<file path="src/verilog/caf_regs.svh">
// register offsets, field positions, reset values and timing counts
// of the acceptance filter / transmit / transceiver control block.
// assumes byte addresses on an 8-bit register port, 32-bit words.
`ifndef CAF_REGS_SVH
`define CAF_REGS_SVH
`define CAF_OFS_CTRL 8'h00
`define CAF_OFS_MASK 8'h04
`define CAF_OFS_CODE 8'h08
`define CAF_OFS_XCVR 8'h0C
`define CAF_OFS_STAT 8'h10
`define CAF_OFS_TIME 8'h14
// control word fields
`define CAF_CT_FMODE 1:0
`define CAF_CT_NORETRY 2
`define CAF_CT_CATCHUP 3
`define CAF_CT_TXSCHED 4
`define CAF_CT_TBASE 5
`define CAF_CT_KIND 7:6
`define CAF_CT_RUN 8
// transceiver control word fields
`define CAF_XW_PIN_A 0
`define CAF_XW_PIN_B 1
`define CAF_XW_SLEEP 8
// status word fields
`define CAF_ST_REJ 0
`define CAF_ST_ASLEEP 1
`define CAF_ST_TXIDLE 2
// reset values and encodings
`define CAF_MASK_RST 32'h0FFFFFFF
`define CAF_CODE_RST 32'h00000000
`define CAF_XW_RST 32'h00000003
`define CAF_KIND_EXT 2'h3
`define CAF_KIND_RST 2'h0
// timer tick: 1000 ns per count at an 8 ns clock
`define CAF_TICK_NS 1000
`define CAF_CLK_NS 8
`define CAF_TICK_CYC (`CAF_TICK_NS / `CAF_CLK_NS)
`endif
</file>
<file path="src/verilog/caf_pkg.sv">
// types shared by the acceptance filter / transmit control block.
// assumes nothing beyond the SystemVerilog type system.
package caf_pkg;
   typedef enum logic [1:0] {
      CAF_SS, CAF_SE, CAF_DS, CAF_DE
   } caf_fmode_t;
   typedef enum logic [1:0] {TX_IDLE, TX_WAIT, TX_BUSY} caf_tx_t;
   typedef struct packed {
      caf_fmode_t mode;
      logic no_retry;
      logic catchup;
      logic tx_sched;
      logic tbase;
      logic [1:0] kind;
      logic run;
      logic [31:0] mask;
      logic [31:0] code;
      logic pin_a;
      logic pin_b;
      logic sleep;
      logic rej;
      logic [6:0] div;
      logic [31:0] timer;
      logic [31:0] slip;
      logic [31:0] due;
      caf_tx_t st;
      logic tx_ready;
      logic [31:0] rdata;
      logic rx_acc;
      logic rx_rej;
      logic tx_start;
      logic tx_ok;
      logic tx_drop;
      logic wake_l;
      logic wake_r;
   } caf_state_t;
endpackage

</file>
<file path="src/verilog/caf_filter_tx_ctrl.sv">
// acceptance filter, transmit scheduler and transceiver control.
// assumes a plain register port with read data one cycle later, and
// frame/transmit strobes from a CAN controller core on the same clock.
//
// Implementation choices: the placing of the registers and strobed register access.
`timescale 1ns/1ns
`include "caf_regs.svh"

module caf_filter_tx_ctrl (
   input wire logic clk,
   input wire logic reset_n,
   input wire logic [7:0] addr,
   input wire logic [31:0] wdata,
   input wire logic wr,
   input wire logic rd,
   output logic [31:0] rdata,
   input wire logic rx_valid,
   input wire logic rx_ide,
   input wire logic rx_rtr,
   input wire logic [28:0] rx_id,
   input wire logic [7:0] rx_data0,
   input wire logic [7:0] rx_data1,
   output logic rx_accept,
   output logic rx_reject,
   input wire logic tx_req,
   input wire logic [31:0] tx_stamp,
   output logic tx_ready,
   output logic tx_start,
   input wire logic tx_done,
   input wire logic tx_fail,
   output logic tx_ok,
   output logic tx_drop,
   input wire logic bus_activity,
   output logic xcvr_pin_a,
   output logic xcvr_pin_b,
   output logic ctl_sleep,
   output logic wake_local,
   output logic wake_remote,
   output logic [31:0] time_now
);
   caf_pkg::caf_state_t q, d;

   // every output is a field of the registered state
   assign rdata = q.rdata;
   assign rx_accept = q.rx_acc;
   assign rx_reject = q.rx_rej;
   assign tx_ready = q.tx_ready;
   assign tx_start = q.tx_start;
   assign tx_ok = q.tx_ok;
   assign tx_drop = q.tx_drop;
   assign xcvr_pin_a = q.pin_a;
   assign xcvr_pin_b = q.pin_b;
   assign ctl_sleep = q.sleep;
   assign wake_local = q.wake_l;
   assign wake_remote = q.wake_r;
   assign time_now = q.timer;

   // next-state logic: bus, filter, scheduler, sleep control
   always_comb begin
      logic [31:0] v1, v2, c1, c2;
      logic m1, m2, fmt_ok, dual, go;
      logic [31:0] late;
      v1 = '0;
      v2 = '0;
      c1 = '0;
      c2 = '0;
      fmt_ok = 1'b0;
      dual = 1'b0;
      m1 = 1'b0;
      m2 = 1'b0;
      go = 1'b0;
      late = q.timer - q.due;
      d = q;
      d.rdata = '0;
      d.rx_acc = 1'b0;
      d.rx_rej = 1'b0;
      d.tx_start = 1'b0;
      d.tx_ok = 1'b0;
      d.tx_drop = 1'b0;
      d.wake_l = 1'b0;
      d.wake_r = 1'b0;

      // one microsecond timer tick; run-start with relative base, or base change, zeroes it
      if (q.div == 7'(`CAF_TICK_CYC - 1)) begin
         d.div = '0;
         d.timer = q.timer + 32'h00000001;
      end else begin
         d.div = q.div + 7'h01;
      end

      // register writes; settings are live, host stops traffic first
      if (wr) begin
         unique case (addr)
            `CAF_OFS_CTRL: begin
               d.mode = caf_pkg::caf_fmode_t'(wdata[`CAF_CT_FMODE]);
               d.no_retry = wdata[`CAF_CT_NORETRY];
               d.catchup = wdata[`CAF_CT_CATCHUP];
               d.tx_sched = wdata[`CAF_CT_TXSCHED];
               d.tbase = wdata[`CAF_CT_TBASE];
               d.kind = wdata[`CAF_CT_KIND];
               d.run = wdata[`CAF_CT_RUN];
               // shared timer restarts, so the sibling port sees it too
               if (wdata[`CAF_CT_TBASE] != q.tbase) begin
                  d.timer = '0;
                  d.div = '0;
               end
               // relative base counts from zero at task start
               if (wdata[`CAF_CT_RUN] && !q.run &&
                   wdata[`CAF_CT_TBASE]) begin
                  d.timer = '0;
                  d.div = '0;
               end
               if (wdata[`CAF_CT_CATCHUP]) begin
                  d.slip = '0;
               end
            end
            `CAF_OFS_MASK: d.mask = wdata;
            `CAF_OFS_CODE: d.code = wdata;
            `CAF_OFS_XCVR: begin
               if (q.kind == `CAF_KIND_EXT) begin
                  d.pin_a = wdata[`CAF_XW_PIN_A];
                  d.pin_b = wdata[`CAF_XW_PIN_B];
                  d.sleep = wdata[`CAF_XW_SLEEP];
                  d.wake_l = q.sleep && !wdata[`CAF_XW_SLEEP];
               end else begin
                  d.rej = 1'b1;
               end
            end
            `CAF_OFS_STAT: d.rej = 1'b0;
            default: ;
         endcase
      end

      // remote wakeup overrides whatever sleep pattern was set
      if (q.sleep && bus_activity) begin
         d.pin_a = 1'b1;
         d.pin_b = 1'b1;
         d.sleep = 1'b0;
         d.wake_r = 1'b1;
         d.wake_l = 1'b0;
      end

      // read data stands only in the cycle after the strobe
      if (rd) begin
         unique case (addr)
            `CAF_OFS_CTRL: begin
               d.rdata[`CAF_CT_FMODE] = q.mode;
               d.rdata[`CAF_CT_NORETRY] = q.no_retry;
               d.rdata[`CAF_CT_CATCHUP] = q.catchup;
               d.rdata[`CAF_CT_TXSCHED] = q.tx_sched;
               d.rdata[`CAF_CT_TBASE] = q.tbase;
               d.rdata[`CAF_CT_KIND] = q.kind;
               d.rdata[`CAF_CT_RUN] = q.run;
            end
            `CAF_OFS_MASK: d.rdata = q.mask;
            `CAF_OFS_CODE: d.rdata = q.code;
            `CAF_OFS_XCVR: begin
               d.rdata[`CAF_XW_PIN_A] = q.pin_a;
               d.rdata[`CAF_XW_PIN_B] = q.pin_b;
               d.rdata[`CAF_XW_SLEEP] = q.sleep;
            end
            `CAF_OFS_STAT: begin
               d.rdata[`CAF_ST_REJ] = q.rej;
               d.rdata[`CAF_ST_ASLEEP] = q.sleep;
               d.rdata[`CAF_ST_TXIDLE] = q.tx_ready;
            end
            `CAF_OFS_TIME: d.rdata = q.timer;
            default: ;
         endcase
      end

      // map the frame onto the mask/code layout of the active mode
      unique case (q.mode)
         caf_pkg::CAF_SS: begin
            fmt_ok = !rx_ide;
            v1[27:0] = {rx_id[10:0], rx_rtr, rx_data0, rx_data1};
            c1 = 32'h0FFFFFFF;
         end
         caf_pkg::CAF_SE: begin
            fmt_ok = rx_ide;
            v1[29:0] = {rx_id, rx_rtr};
            c1 = 32'h3FFFFFFF;
         end
         caf_pkg::CAF_DS: begin
            fmt_ok = !rx_ide;
            dual = 1'b1;
            v1[31:12] = {rx_id[10:0], rx_rtr, rx_data0};
            c1 = 32'hFFFFF000;
            v2[11:0] = {rx_id[10:0], rx_rtr};
            c2 = 32'h00000FFF;
         end
         caf_pkg::CAF_DE: begin
            fmt_ok = rx_ide;
            dual = 1'b1;
            v1[31:16] = rx_id[28:13];
            c1 = 32'hFFFF0000;
            v2[15:0] = rx_id[28:13];
            c2 = 32'h0000FFFF;
         end
      endcase
      // a set mask bit drops that bit out of the compare
      m1 = ~|((v1 ^ q.code) & ~q.mask & c1);
      m2 = dual && ~|((v2 ^ q.code) & ~q.mask & c2);

      // one verdict serves the interface and every receive object
      if (rx_valid && q.run && !q.sleep) begin
         d.rx_acc = fmt_ok && (m1 || m2);
         d.rx_rej = !(fmt_ok && (m1 || m2));
      end

      // transmit scheduler; sleep defers pending frames
      go = q.run && !q.sleep &&
           (!q.tx_sched || !late[31]);
      unique case (q.st)
         caf_pkg::TX_IDLE: begin
            if (tx_req) begin
               d.due = tx_stamp + q.slip;
               d.st = caf_pkg::TX_WAIT;
            end
         end
         caf_pkg::TX_WAIT: begin
            if (go) begin
               d.tx_start = 1'b1;
               d.st = caf_pkg::TX_BUSY;
            end
         end
         caf_pkg::TX_BUSY: begin
            if (tx_done) begin
               d.tx_ok = 1'b1;
               d.st = caf_pkg::TX_IDLE;
               // without catchup the lateness carries forward
               if (q.tx_sched && !q.catchup && !late[31]) begin
                  d.slip = q.slip + late;
               end
               if (q.catchup) begin
                  d.slip = '0;
               end
            end else if (tx_fail) begin
               if (q.no_retry) begin
                  d.tx_drop = 1'b1;
                  d.st = caf_pkg::TX_IDLE;
               end else begin
                  d.tx_start = 1'b1;
               end
            end
         end
         default: d.st = caf_pkg::TX_IDLE;
      endcase
      d.tx_ready = (d.st == caf_pkg::TX_IDLE);
   end

   // state register with synchronous reset
   always_ff @(posedge clk) begin
      if (!reset_n) begin
         q <= '0;
         q.mode <= caf_pkg::CAF_SS;
         q.kind <= `CAF_KIND_RST;
         q.mask <= `CAF_MASK_RST;
         q.code <= `CAF_CODE_RST;
         q.pin_a <= 1'((`CAF_XW_RST >> `CAF_XW_PIN_A) & 32'h1);
         q.pin_b <= 1'((`CAF_XW_RST >> `CAF_XW_PIN_B) & 32'h1);
         q.sleep <= 1'b0;
         q.st <= caf_pkg::TX_IDLE;
         q.tx_ready <= 1'b1;
      end else begin
         q <= d;
      end
   end

   mask_reset_a: assert property (@(posedge clk)
      $rose(reset_n) |-> q.mask == `CAF_MASK_RST && q.code == '0 &&
      q.pin_a && q.pin_b && !q.sleep)
      else $error("reset values wrong");
   verdict_excl_a: assert property (@(posedge clk)
      disable iff (!reset_n)
      rx_valid && q.run && !q.sleep |=> rx_accept != rx_reject)
      else $error("filter verdict missing or double");
   std_only_a: assert property (@(posedge clk)
      disable iff (!reset_n)
      rx_valid && q.run && !q.sleep && rx_ide &&
      (q.mode == caf_pkg::CAF_SS || q.mode == caf_pkg::CAF_DS)
      |=> rx_reject)
      else $error("extended frame passed standard filter");
   ext_only_a: assert property (@(posedge clk)
      disable iff (!reset_n)
      rx_valid && q.run && !q.sleep && !rx_ide &&
      q.mode == caf_pkg::CAF_SE |=> rx_reject)
      else $error("standard frame passed extended filter");
   dual_ext_fmt_a: assert property (@(posedge clk)
      disable iff (!reset_n)
      rx_valid && q.run && !q.sleep && !rx_ide &&
      q.mode == caf_pkg::CAF_DE |=> rx_reject)
      else $error("standard frame passed dual extended filter");
   open_mask_a: assert property (@(posedge clk)
      disable iff (!reset_n)
      rx_valid && q.run && !q.sleep && q.mask == 32'hFFFFFFFF &&
      (rx_ide == (q.mode == caf_pkg::CAF_SE ||
      q.mode == caf_pkg::CAF_DE)) |=> rx_accept)
      else $error("open mask rejected a frame");
   no_retry_a: assert property (@(posedge clk)
      disable iff (!reset_n)
      q.st == caf_pkg::TX_BUSY && !tx_done && tx_fail && q.no_retry
      |=> tx_drop && !tx_start ##1 !tx_start)
      else $error("failed frame retried in no-retry mode");
   retry_a: assert property (@(posedge clk)
      disable iff (!reset_n)
      q.st == caf_pkg::TX_BUSY && !tx_done && tx_fail && !q.no_retry
      |=> tx_start && !tx_drop)
      else $error("failed frame not retried");
   // the lateness of a finished frame never carries over with catchup
   catchup_zero_a: assert property (@(posedge clk)
      disable iff (!reset_n)
      q.st == caf_pkg::TX_BUSY && tx_done && q.catchup |=> q.slip == '0)
      else $error("catchup left a slip behind");
   free_start_a: assert property (@(posedge clk)
      disable iff (!reset_n)
      q.st == caf_pkg::TX_WAIT && q.run && !q.sleep && !q.tx_sched
      |=> tx_start)
      else $error("untimed frame was held back");
   remote_wake_a: assert property (@(posedge clk)
      disable iff (!reset_n)
      ctl_sleep && bus_activity |=> !ctl_sleep && xcvr_pin_a &&
      xcvr_pin_b && wake_remote)
      else $error("remote wakeup did not restore word");
   pin_a_drive_a: assert property (@(posedge clk)
      disable iff (!reset_n)
      wr && addr == `CAF_OFS_XCVR && q.kind == `CAF_KIND_EXT &&
      !(ctl_sleep && bus_activity) && wdata[`CAF_XW_PIN_A] |=> xcvr_pin_a)
      else $error("pin a not driven high");
   pin_a_clear_a: assert property (@(posedge clk)
      disable iff (!reset_n)
      wr && addr == `CAF_OFS_XCVR && q.kind == `CAF_KIND_EXT &&
      !(ctl_sleep && bus_activity) && !wdata[`CAF_XW_PIN_A] |=> !xcvr_pin_a)
      else $error("pin a not driven low");
   pin_b_drive_a: assert property (@(posedge clk)
      disable iff (!reset_n)
      wr && addr == `CAF_OFS_XCVR && q.kind == `CAF_KIND_EXT &&
      !(ctl_sleep && bus_activity) && wdata[`CAF_XW_PIN_B] |=> xcvr_pin_b)
      else $error("pin b not driven high");
   pin_b_clear_a: assert property (@(posedge clk)
      disable iff (!reset_n)
      wr && addr == `CAF_OFS_XCVR && q.kind == `CAF_KIND_EXT &&
      !(ctl_sleep && bus_activity) && !wdata[`CAF_XW_PIN_B] |=> !xcvr_pin_b)
      else $error("pin b not driven low");
   kind_reject_a: assert property (@(posedge clk)
      disable iff (!reset_n)
      wr && addr == `CAF_OFS_XCVR && q.kind != `CAF_KIND_EXT &&
      !(ctl_sleep && bus_activity)
      |=> $stable(xcvr_pin_a) && $stable(xcvr_pin_b) && q.rej)
      else $error("control word taken for internal kind");
   local_wake_a: assert property (@(posedge clk)
      disable iff (!reset_n)
      wr && addr == `CAF_OFS_XCVR && q.kind == `CAF_KIND_EXT &&
      ctl_sleep && !wdata[`CAF_XW_SLEEP] && !bus_activity
      |=> wake_local && !ctl_sleep)
      else $error("local wakeup missing");
   rel_start_a: assert property (@(posedge clk)
      disable iff (!reset_n)
      wr && addr == `CAF_OFS_CTRL && wdata[`CAF_CT_RUN] && !q.run &&
      wdata[`CAF_CT_TBASE] |=> time_now == '0)
      else $error("relative time base did not start at zero");
   base_clear_a: assert property (@(posedge clk)
      disable iff (!reset_n)
      wr && addr == `CAF_OFS_CTRL && wdata[`CAF_CT_TBASE] != q.tbase
      |=> time_now == '0)
      else $error("timer not cleared on base change");
endmodule

</file>
<file path="config.mk">
export PLATFORM = sky130hd
export DESIGN_NAME = caf_filter_tx_ctrl
export DESIGN_NICKNAME = d
export VERILOG_FILES = /design/src/verilog/caf_pkg.sv /design/src/verilog/caf_filter_tx_ctrl.sv
export VERILOG_INCLUDE_DIRS = /design/src /design/src/verilog
export SDC_FILE = /design/constraint.sdc
export NUM_CORES = 1
export LEC_CHECK = 0
export ABC_AREA = 1
export BUFFER_PORTS_ARGS = -buffer_cell sky130_fd_sc_hd__buf_4
export CORE_MARGIN = 2
export CORE_UTILIZATION = 58
export CTS_CLUSTER_SIZE = 12
export DETAILED_ROUTE_END_ITERATION = 7
export PLACE_DENSITY_LB_ADDON = 0.05
export SLEW_MARGIN = 20
export SYNTH_ARGS = -nofsm -noshare
export SYNTH_HDL_FRONTEND = slang
export SYNTH_SLANG_ARGS = --single-unit
export TNS_END_PERCENT = 100
</file>
<file path="constraint.sdc">
create_clock -name clk -period 11.1 [get_ports clk]
set_input_delay 0.555 -clock clk [delete_from_list [all_inputs] [get_ports clk]]
set_output_delay 0.555 -clock clk [all_outputs]
set_load 0.01 [all_outputs]
</file>
# --- Word-level counts from Yosys, hierarchy flattened ---
# Cells that the tools add are included.
# W data, S select, Z words.
totals:
  reg_bits: 222
  in_bits: 128
  output_inout_bits: 75
  word_cells: 148
op_classes:
  n_addsub: 5
  eq_ne: 14
  mux: 43
  bitwise: 13
  reduce_logical: 46
ops:
  columns: ["operator", "n"]
  rows:
  - ["$mux W32", 6]
  - ["$mux W71", 2]
  - ["$and A32 B32 Y32", 4]
  - ["$pmux W32 S4", 1]
  - ["$mux W39", 2]
  - ["$pmux W23 S3", 1]
  - ["$add A32 B32 Y32", 2]
  - ["$reduce_or A32 Y1", 2]
  - ["$pmux W12 S2", 2]
  - ["$pmux W12 S4", 1]
  - ["$add A32 B1 Y32 const B", 1]
  - ["$not A32 Y32", 1]
  - ["$pmux W16 S2", 1]
  - ["$sub A32 B32 Y32", 1]
  - ["$xor A16 B32 Y32", 1]
  - ["$xor A32 B32 Y32", 1]
  - ["$pmux W5 S4", 1]
  - ["$eq A8 B4 Y1 const B", 2]
  - ["$eq A8 B5 Y1 const B", 2]
  - ["$reduce_and A2 Y1", 7]
  - ["$logic_and A1 B1 Y1", 12]
  - ["$pmux W2 S3", 2]
  - ["$pmux W2 S6", 1]
  - ["$pmux W4 S3", 1]
  - ["other kinds (24)", 64]

# --- Logic depth before layout (Yosys ltp) ---
depth:
  ltp_word: 11
  ltp_mapped: 27
  mapped_depth_nobuf: 27

# --- Least setup slack after synthesis ---
# OpenSTA, ideal clock, no wires.
synth_path:
  path_type: "reg-to-reg"
  startpoint: "register q, in the netlist time_now[0]"
  endpoint: "register q[101] in the netlist's numbering"
  setup_time_ns: 0.122
  arrival_ns: 3.476
  required_ns: 10.978
  slack_ns: 7.502
  stages_incl_launch_ff: 26
  path_buffers: 0
  period_less_slack_ns: 3.598
  cell_sequence: "dfxtp_1 -> inv_1 -> ha_1 -> fa_1 -> inv_1 -> nand3_1 -> nand2_1 -> a21oi_1 -> o21ai_0 -> a21oi_1 -> o21ai_0 -> nand2_1 -> nand3_1 -> nand2_1 -> ha_1 -> nand2_1 -> nor2_1 -> inv_1 -> nor2_1 -> inv_1 -> nor2_1 -> nor2_1 -> nand3_1 -> nand2_1 -> o21ai_0 -> a21oi_1"
synth_between:
  elab_chain_cells: 7
  word_cells_on_any_way: 8
  cone_classes: "add/sub (2); mux (4); reduce/logical (2)"
synth_rtl:
  columns: ["item", "line_no", "text"]
  rows:
  - ["start: declaration", "caf_filter_tx_ctrl.sv:41", "caf_pkg::caf_state_t q, d;"]
  - ["$sub A32 B32 Y32 (*)", "caf_filter_tx_ctrl.sv:72", "late = q.timer - q.due;"]
  - ["parallel branches: the longest is 2 deep, another holds $add A32 B32 Y32", null, null]
  - ["$mux W32 (*)", "caf_filter_tx_ctrl.sv:232", "if (q.tx_sched && !q.catchup && !late[31]) begin"]
  - ["$mux W32 (*)", "caf_filter_tx_ctrl.sv:235", "if (q.catchup) begin"]
  - ["$mux W32 (*)", "caf_filter_tx_ctrl.sv:228", "if (tx_done) begin"]
  - ["$mux W32 (*)", "caf_filter_tx_ctrl.sv:214", "unique case (q.st)"]
# Mark *: on every way between the ends.
# A chain may end at the register's enable or synchronous reset.

# --- Worst setup path after layout ---
layout_path:
  startpoint: "register q, in the netlist time_now[0]"
  endpoint: "register q[103] in the netlist's numbering"
# The elaborated chain is that of the path after synthesis.

==> results.ini <==
[status]
run_status=complete, no violations

[clocking]
clkSinkCount=222
clkTransAtPathRegs_ps=70
cts_tree=done
root_buffer=clkbuf_16
htreeDepth=1
ctsResizeCount=0
holdBufCountCts=0
post_cts_buffers=0
cts_buffers=27
clk_path_buf_depth=3
clock_latency_ps=570

[setup_path]
rr_endpoint=q[103]
worstPathRequired_ps=11520
r2r_cells=23
max_stage_delay_ps=450
crit_path_frequent_cell=nand2_1
start_kind=register
critical_path.slowest_cell=o21ai_0
timing.critical_path.fanout_max=5
r2r_slack_ps=6770
crit_arrival_ps=4750
critPathCaptureType=register
regToRegStartpoint=time_now[0]
crit_chain=inv_1 > ha_1 > fa_1 > inv_1 > nand3_1 > nand2_1 > a21oi_1 > o21ai_0 > a21oi_1 > o21ai_0 > nand2_1 > nand3_1 > nand2_1 > ha_1 > nand2_1 > nor2_1 > inv_1 > nor3_1 > nand2_1 > nand3_1 > nand4_1 > nand3_1 > a21oi_1
setup.worst_path.class=register to register

[sta]
hold_violations=0
finalMaxSlewViolations=0
setup_viol_count_final=0
rsz0062_at_grt=false
fin_tns_setup_ps=0
period_share_pct=39.0
fin_crit_ps=4330
slew_headroom_pct=27.2
max_freq_mhz=231
worstMarginPinSlew_ps=1080
holdWs_ps=164
skew_ps=31.6

[cells_and_area]
area_delta_synth_final_pct=12.2
layout-drive-gt1-share_pct=10.8
fillers=2706
regMostFlops=q
fin_nets=3069
largest_reg_flops=147
diodes=0

[floorplanning]
die_area_um2=31200
core_um2=29500
num_io_pins=203
initial_utilization_pct=58.7
num_rows=63
dieWidth_um=177
die_h_um=177

[logic_synthesis]
netlist_area_um2=17300
ys_seq_elements=222
syn_inst=2732
ys_types=55
async_reset_ff_share_pct=0
synth.area.top_cells=dfxtp_1, nand2_1, inv_1, ha_1, a21oi_1
yosysWarnings=0
yosys.area.top_type_share_pct=25.7
avgSynthCellArea_um2=6.33
yosys.area.top_type=dfxtp_1
synth_nets=2968
synth_edf_count=0
yosysSeqAreaShare_pct=25.7
yosys_most_used_dff=dfxtp_1

[min_path]
min_path_cells=2
min_to=tx_drop
hold_path_class=primary input to register
hold_start=tx_done

[pwr]
cellPowerDensity_nw_per_um2=107
ir_drop_uv=118
leakagePower_nw=9.87

[global_routing]
grt_first_pass_wirelength_um=94300
overflow=0
grt_max_degree=66
grt_pass1_vias=17600
grt_util_all_layers_pct=38.4
antenna_found_initial=0

[route]
drt_pre_antenna_iters=7
drc=0
wl_um=61400
ant_nets=0
wl_per_cell_um=19.0
vias=18900
drtIter0Drc=1920
via_per_inst=5.84

[run]
drv_cap=0

[place]
dp_hpwl_um=47600
globalplace.congestion=1.02
portBuffers=202

routing by layer:
metal	routed length, µm	GRT usage [%]	share of wire (%)	vias to the layer above
li1	-	-	-	9061
met1	24300	47.4	40	8722
met2	28700	65.7	47	917
met3	4780	4.08	7.8	200
met4	3620	20.4	5.9	0
met5	0	0	0	-
cells in the mapped netlist, types with 5 or more instances:
cell type,instances
buf_4,67
a21boi_0,5
o211ai_1,46
nand4_1,59
inv_1,403
and2_1,5
buf_2,21
a21o_1,16
o221ai_1,5
clkbuf_1,47
o22ai_1,29
nand2_1,690
nand2_2,14
xnor2_1,26
nand3_1,160
nor2_2,6
o21ai_0,157
dfxtp_1,222
a21oi_1,234
nor4_1,8
a221oi_1,6
nor3_1,20
nor2_1,217
xor2_1,75
a21oi_2,5
o21bai_1,12
a31oi_1,11
ha_1,105
through the flow:
step / power, W / instance area (µm²) / worst slack, ps / std cells / util, %
floorplan: 0.00107 / 17300 / 7500 / 2732 / -
global placement: 0.00120 / 18600 / 7040 / 3194 / 63.0
detailed placement: 0.00120 / 18600 / 6920 / 3194 / 63.0
CTS: 0.00207 / 19400 / 6880 / 3239 / 65.9
global route: 0.00216 / 19400 / 6250 / 3239 / 65.9
finish: 0.00208 / 19400 / 6770 / 3239 / 65.9
power breakdown:
part	switching [W]	internal, W
clock	0.000374	0.000509
combinational	0.000253	0.000127
sequential	0.00000629	0.000811
area by class of cell:
type	instances	area, µm²	area share [%]
clock buffers	33	728	3.75
clock inverters	12	125	0.644
inverters	407	1530	7.87
multi-input cells	1961	10500	54.1
flip-flops and latches	222	4440	22.9
well taps	390	488	2.51
repair buffers	214	1610	8.27
cell families (layout without fill, tap and decap cells):
kind of cell	Yosys count	count (layout)	synth area share, %
xor gates and xnor gates	101	101	5.11
AOI/OAI and AO/OA	547	547	17.9
adders and majority gates	108	108	7.94
buffers and inverters	549	666	13.7
and+or+nand+nor	1205	1205	29.7
DFF	222	222	25.7
worst max-delay path, delay by kind of cell, from the launching register on:
family	cells	cell delay [ps]
simple gates	12	1350
compound gates	5	1150
fa+ha+maj	3	1000
flops	1	420
buf+inv	3	270
placed cells by master (no fill, tap or decap), types with 6 or more instances in the layout:
cell / count
a21oi_1: 234
a221oi_1: 6
nand4_1: 59
nand2_1: 688
o22ai_1: 29
o21bai_1: 12
inv_1: 403
o211ai_1: 46
clkbuf_16: 27
dfxtp_1: 222
nor2_2: 6
a21o_1: 16
nor2_1: 216
nand2_2: 16
nor4_1: 8
o21ai_0: 156
ha_1: 105
buf_4: 214
a31oi_1: 11
xnor2_1: 26
nor3_1: 20
xor2_1: 75
nand3_1: 160
how the worst max path moves through the flow:
stage | to | from | cells past startpoint
final | q[103] | time_now[0] | 23
after global routing | q[103] | time_now[0] | 24
after detailed placement | q[101] | time_now[0] | 25
after global placement | q[105] | time_now[0] | 26
after floorplan | q[101] | time_now[0] | 25
after CTS | q[101] | time_now[0] | 25
No activity file was read; power rests on OpenSTA's default activity.
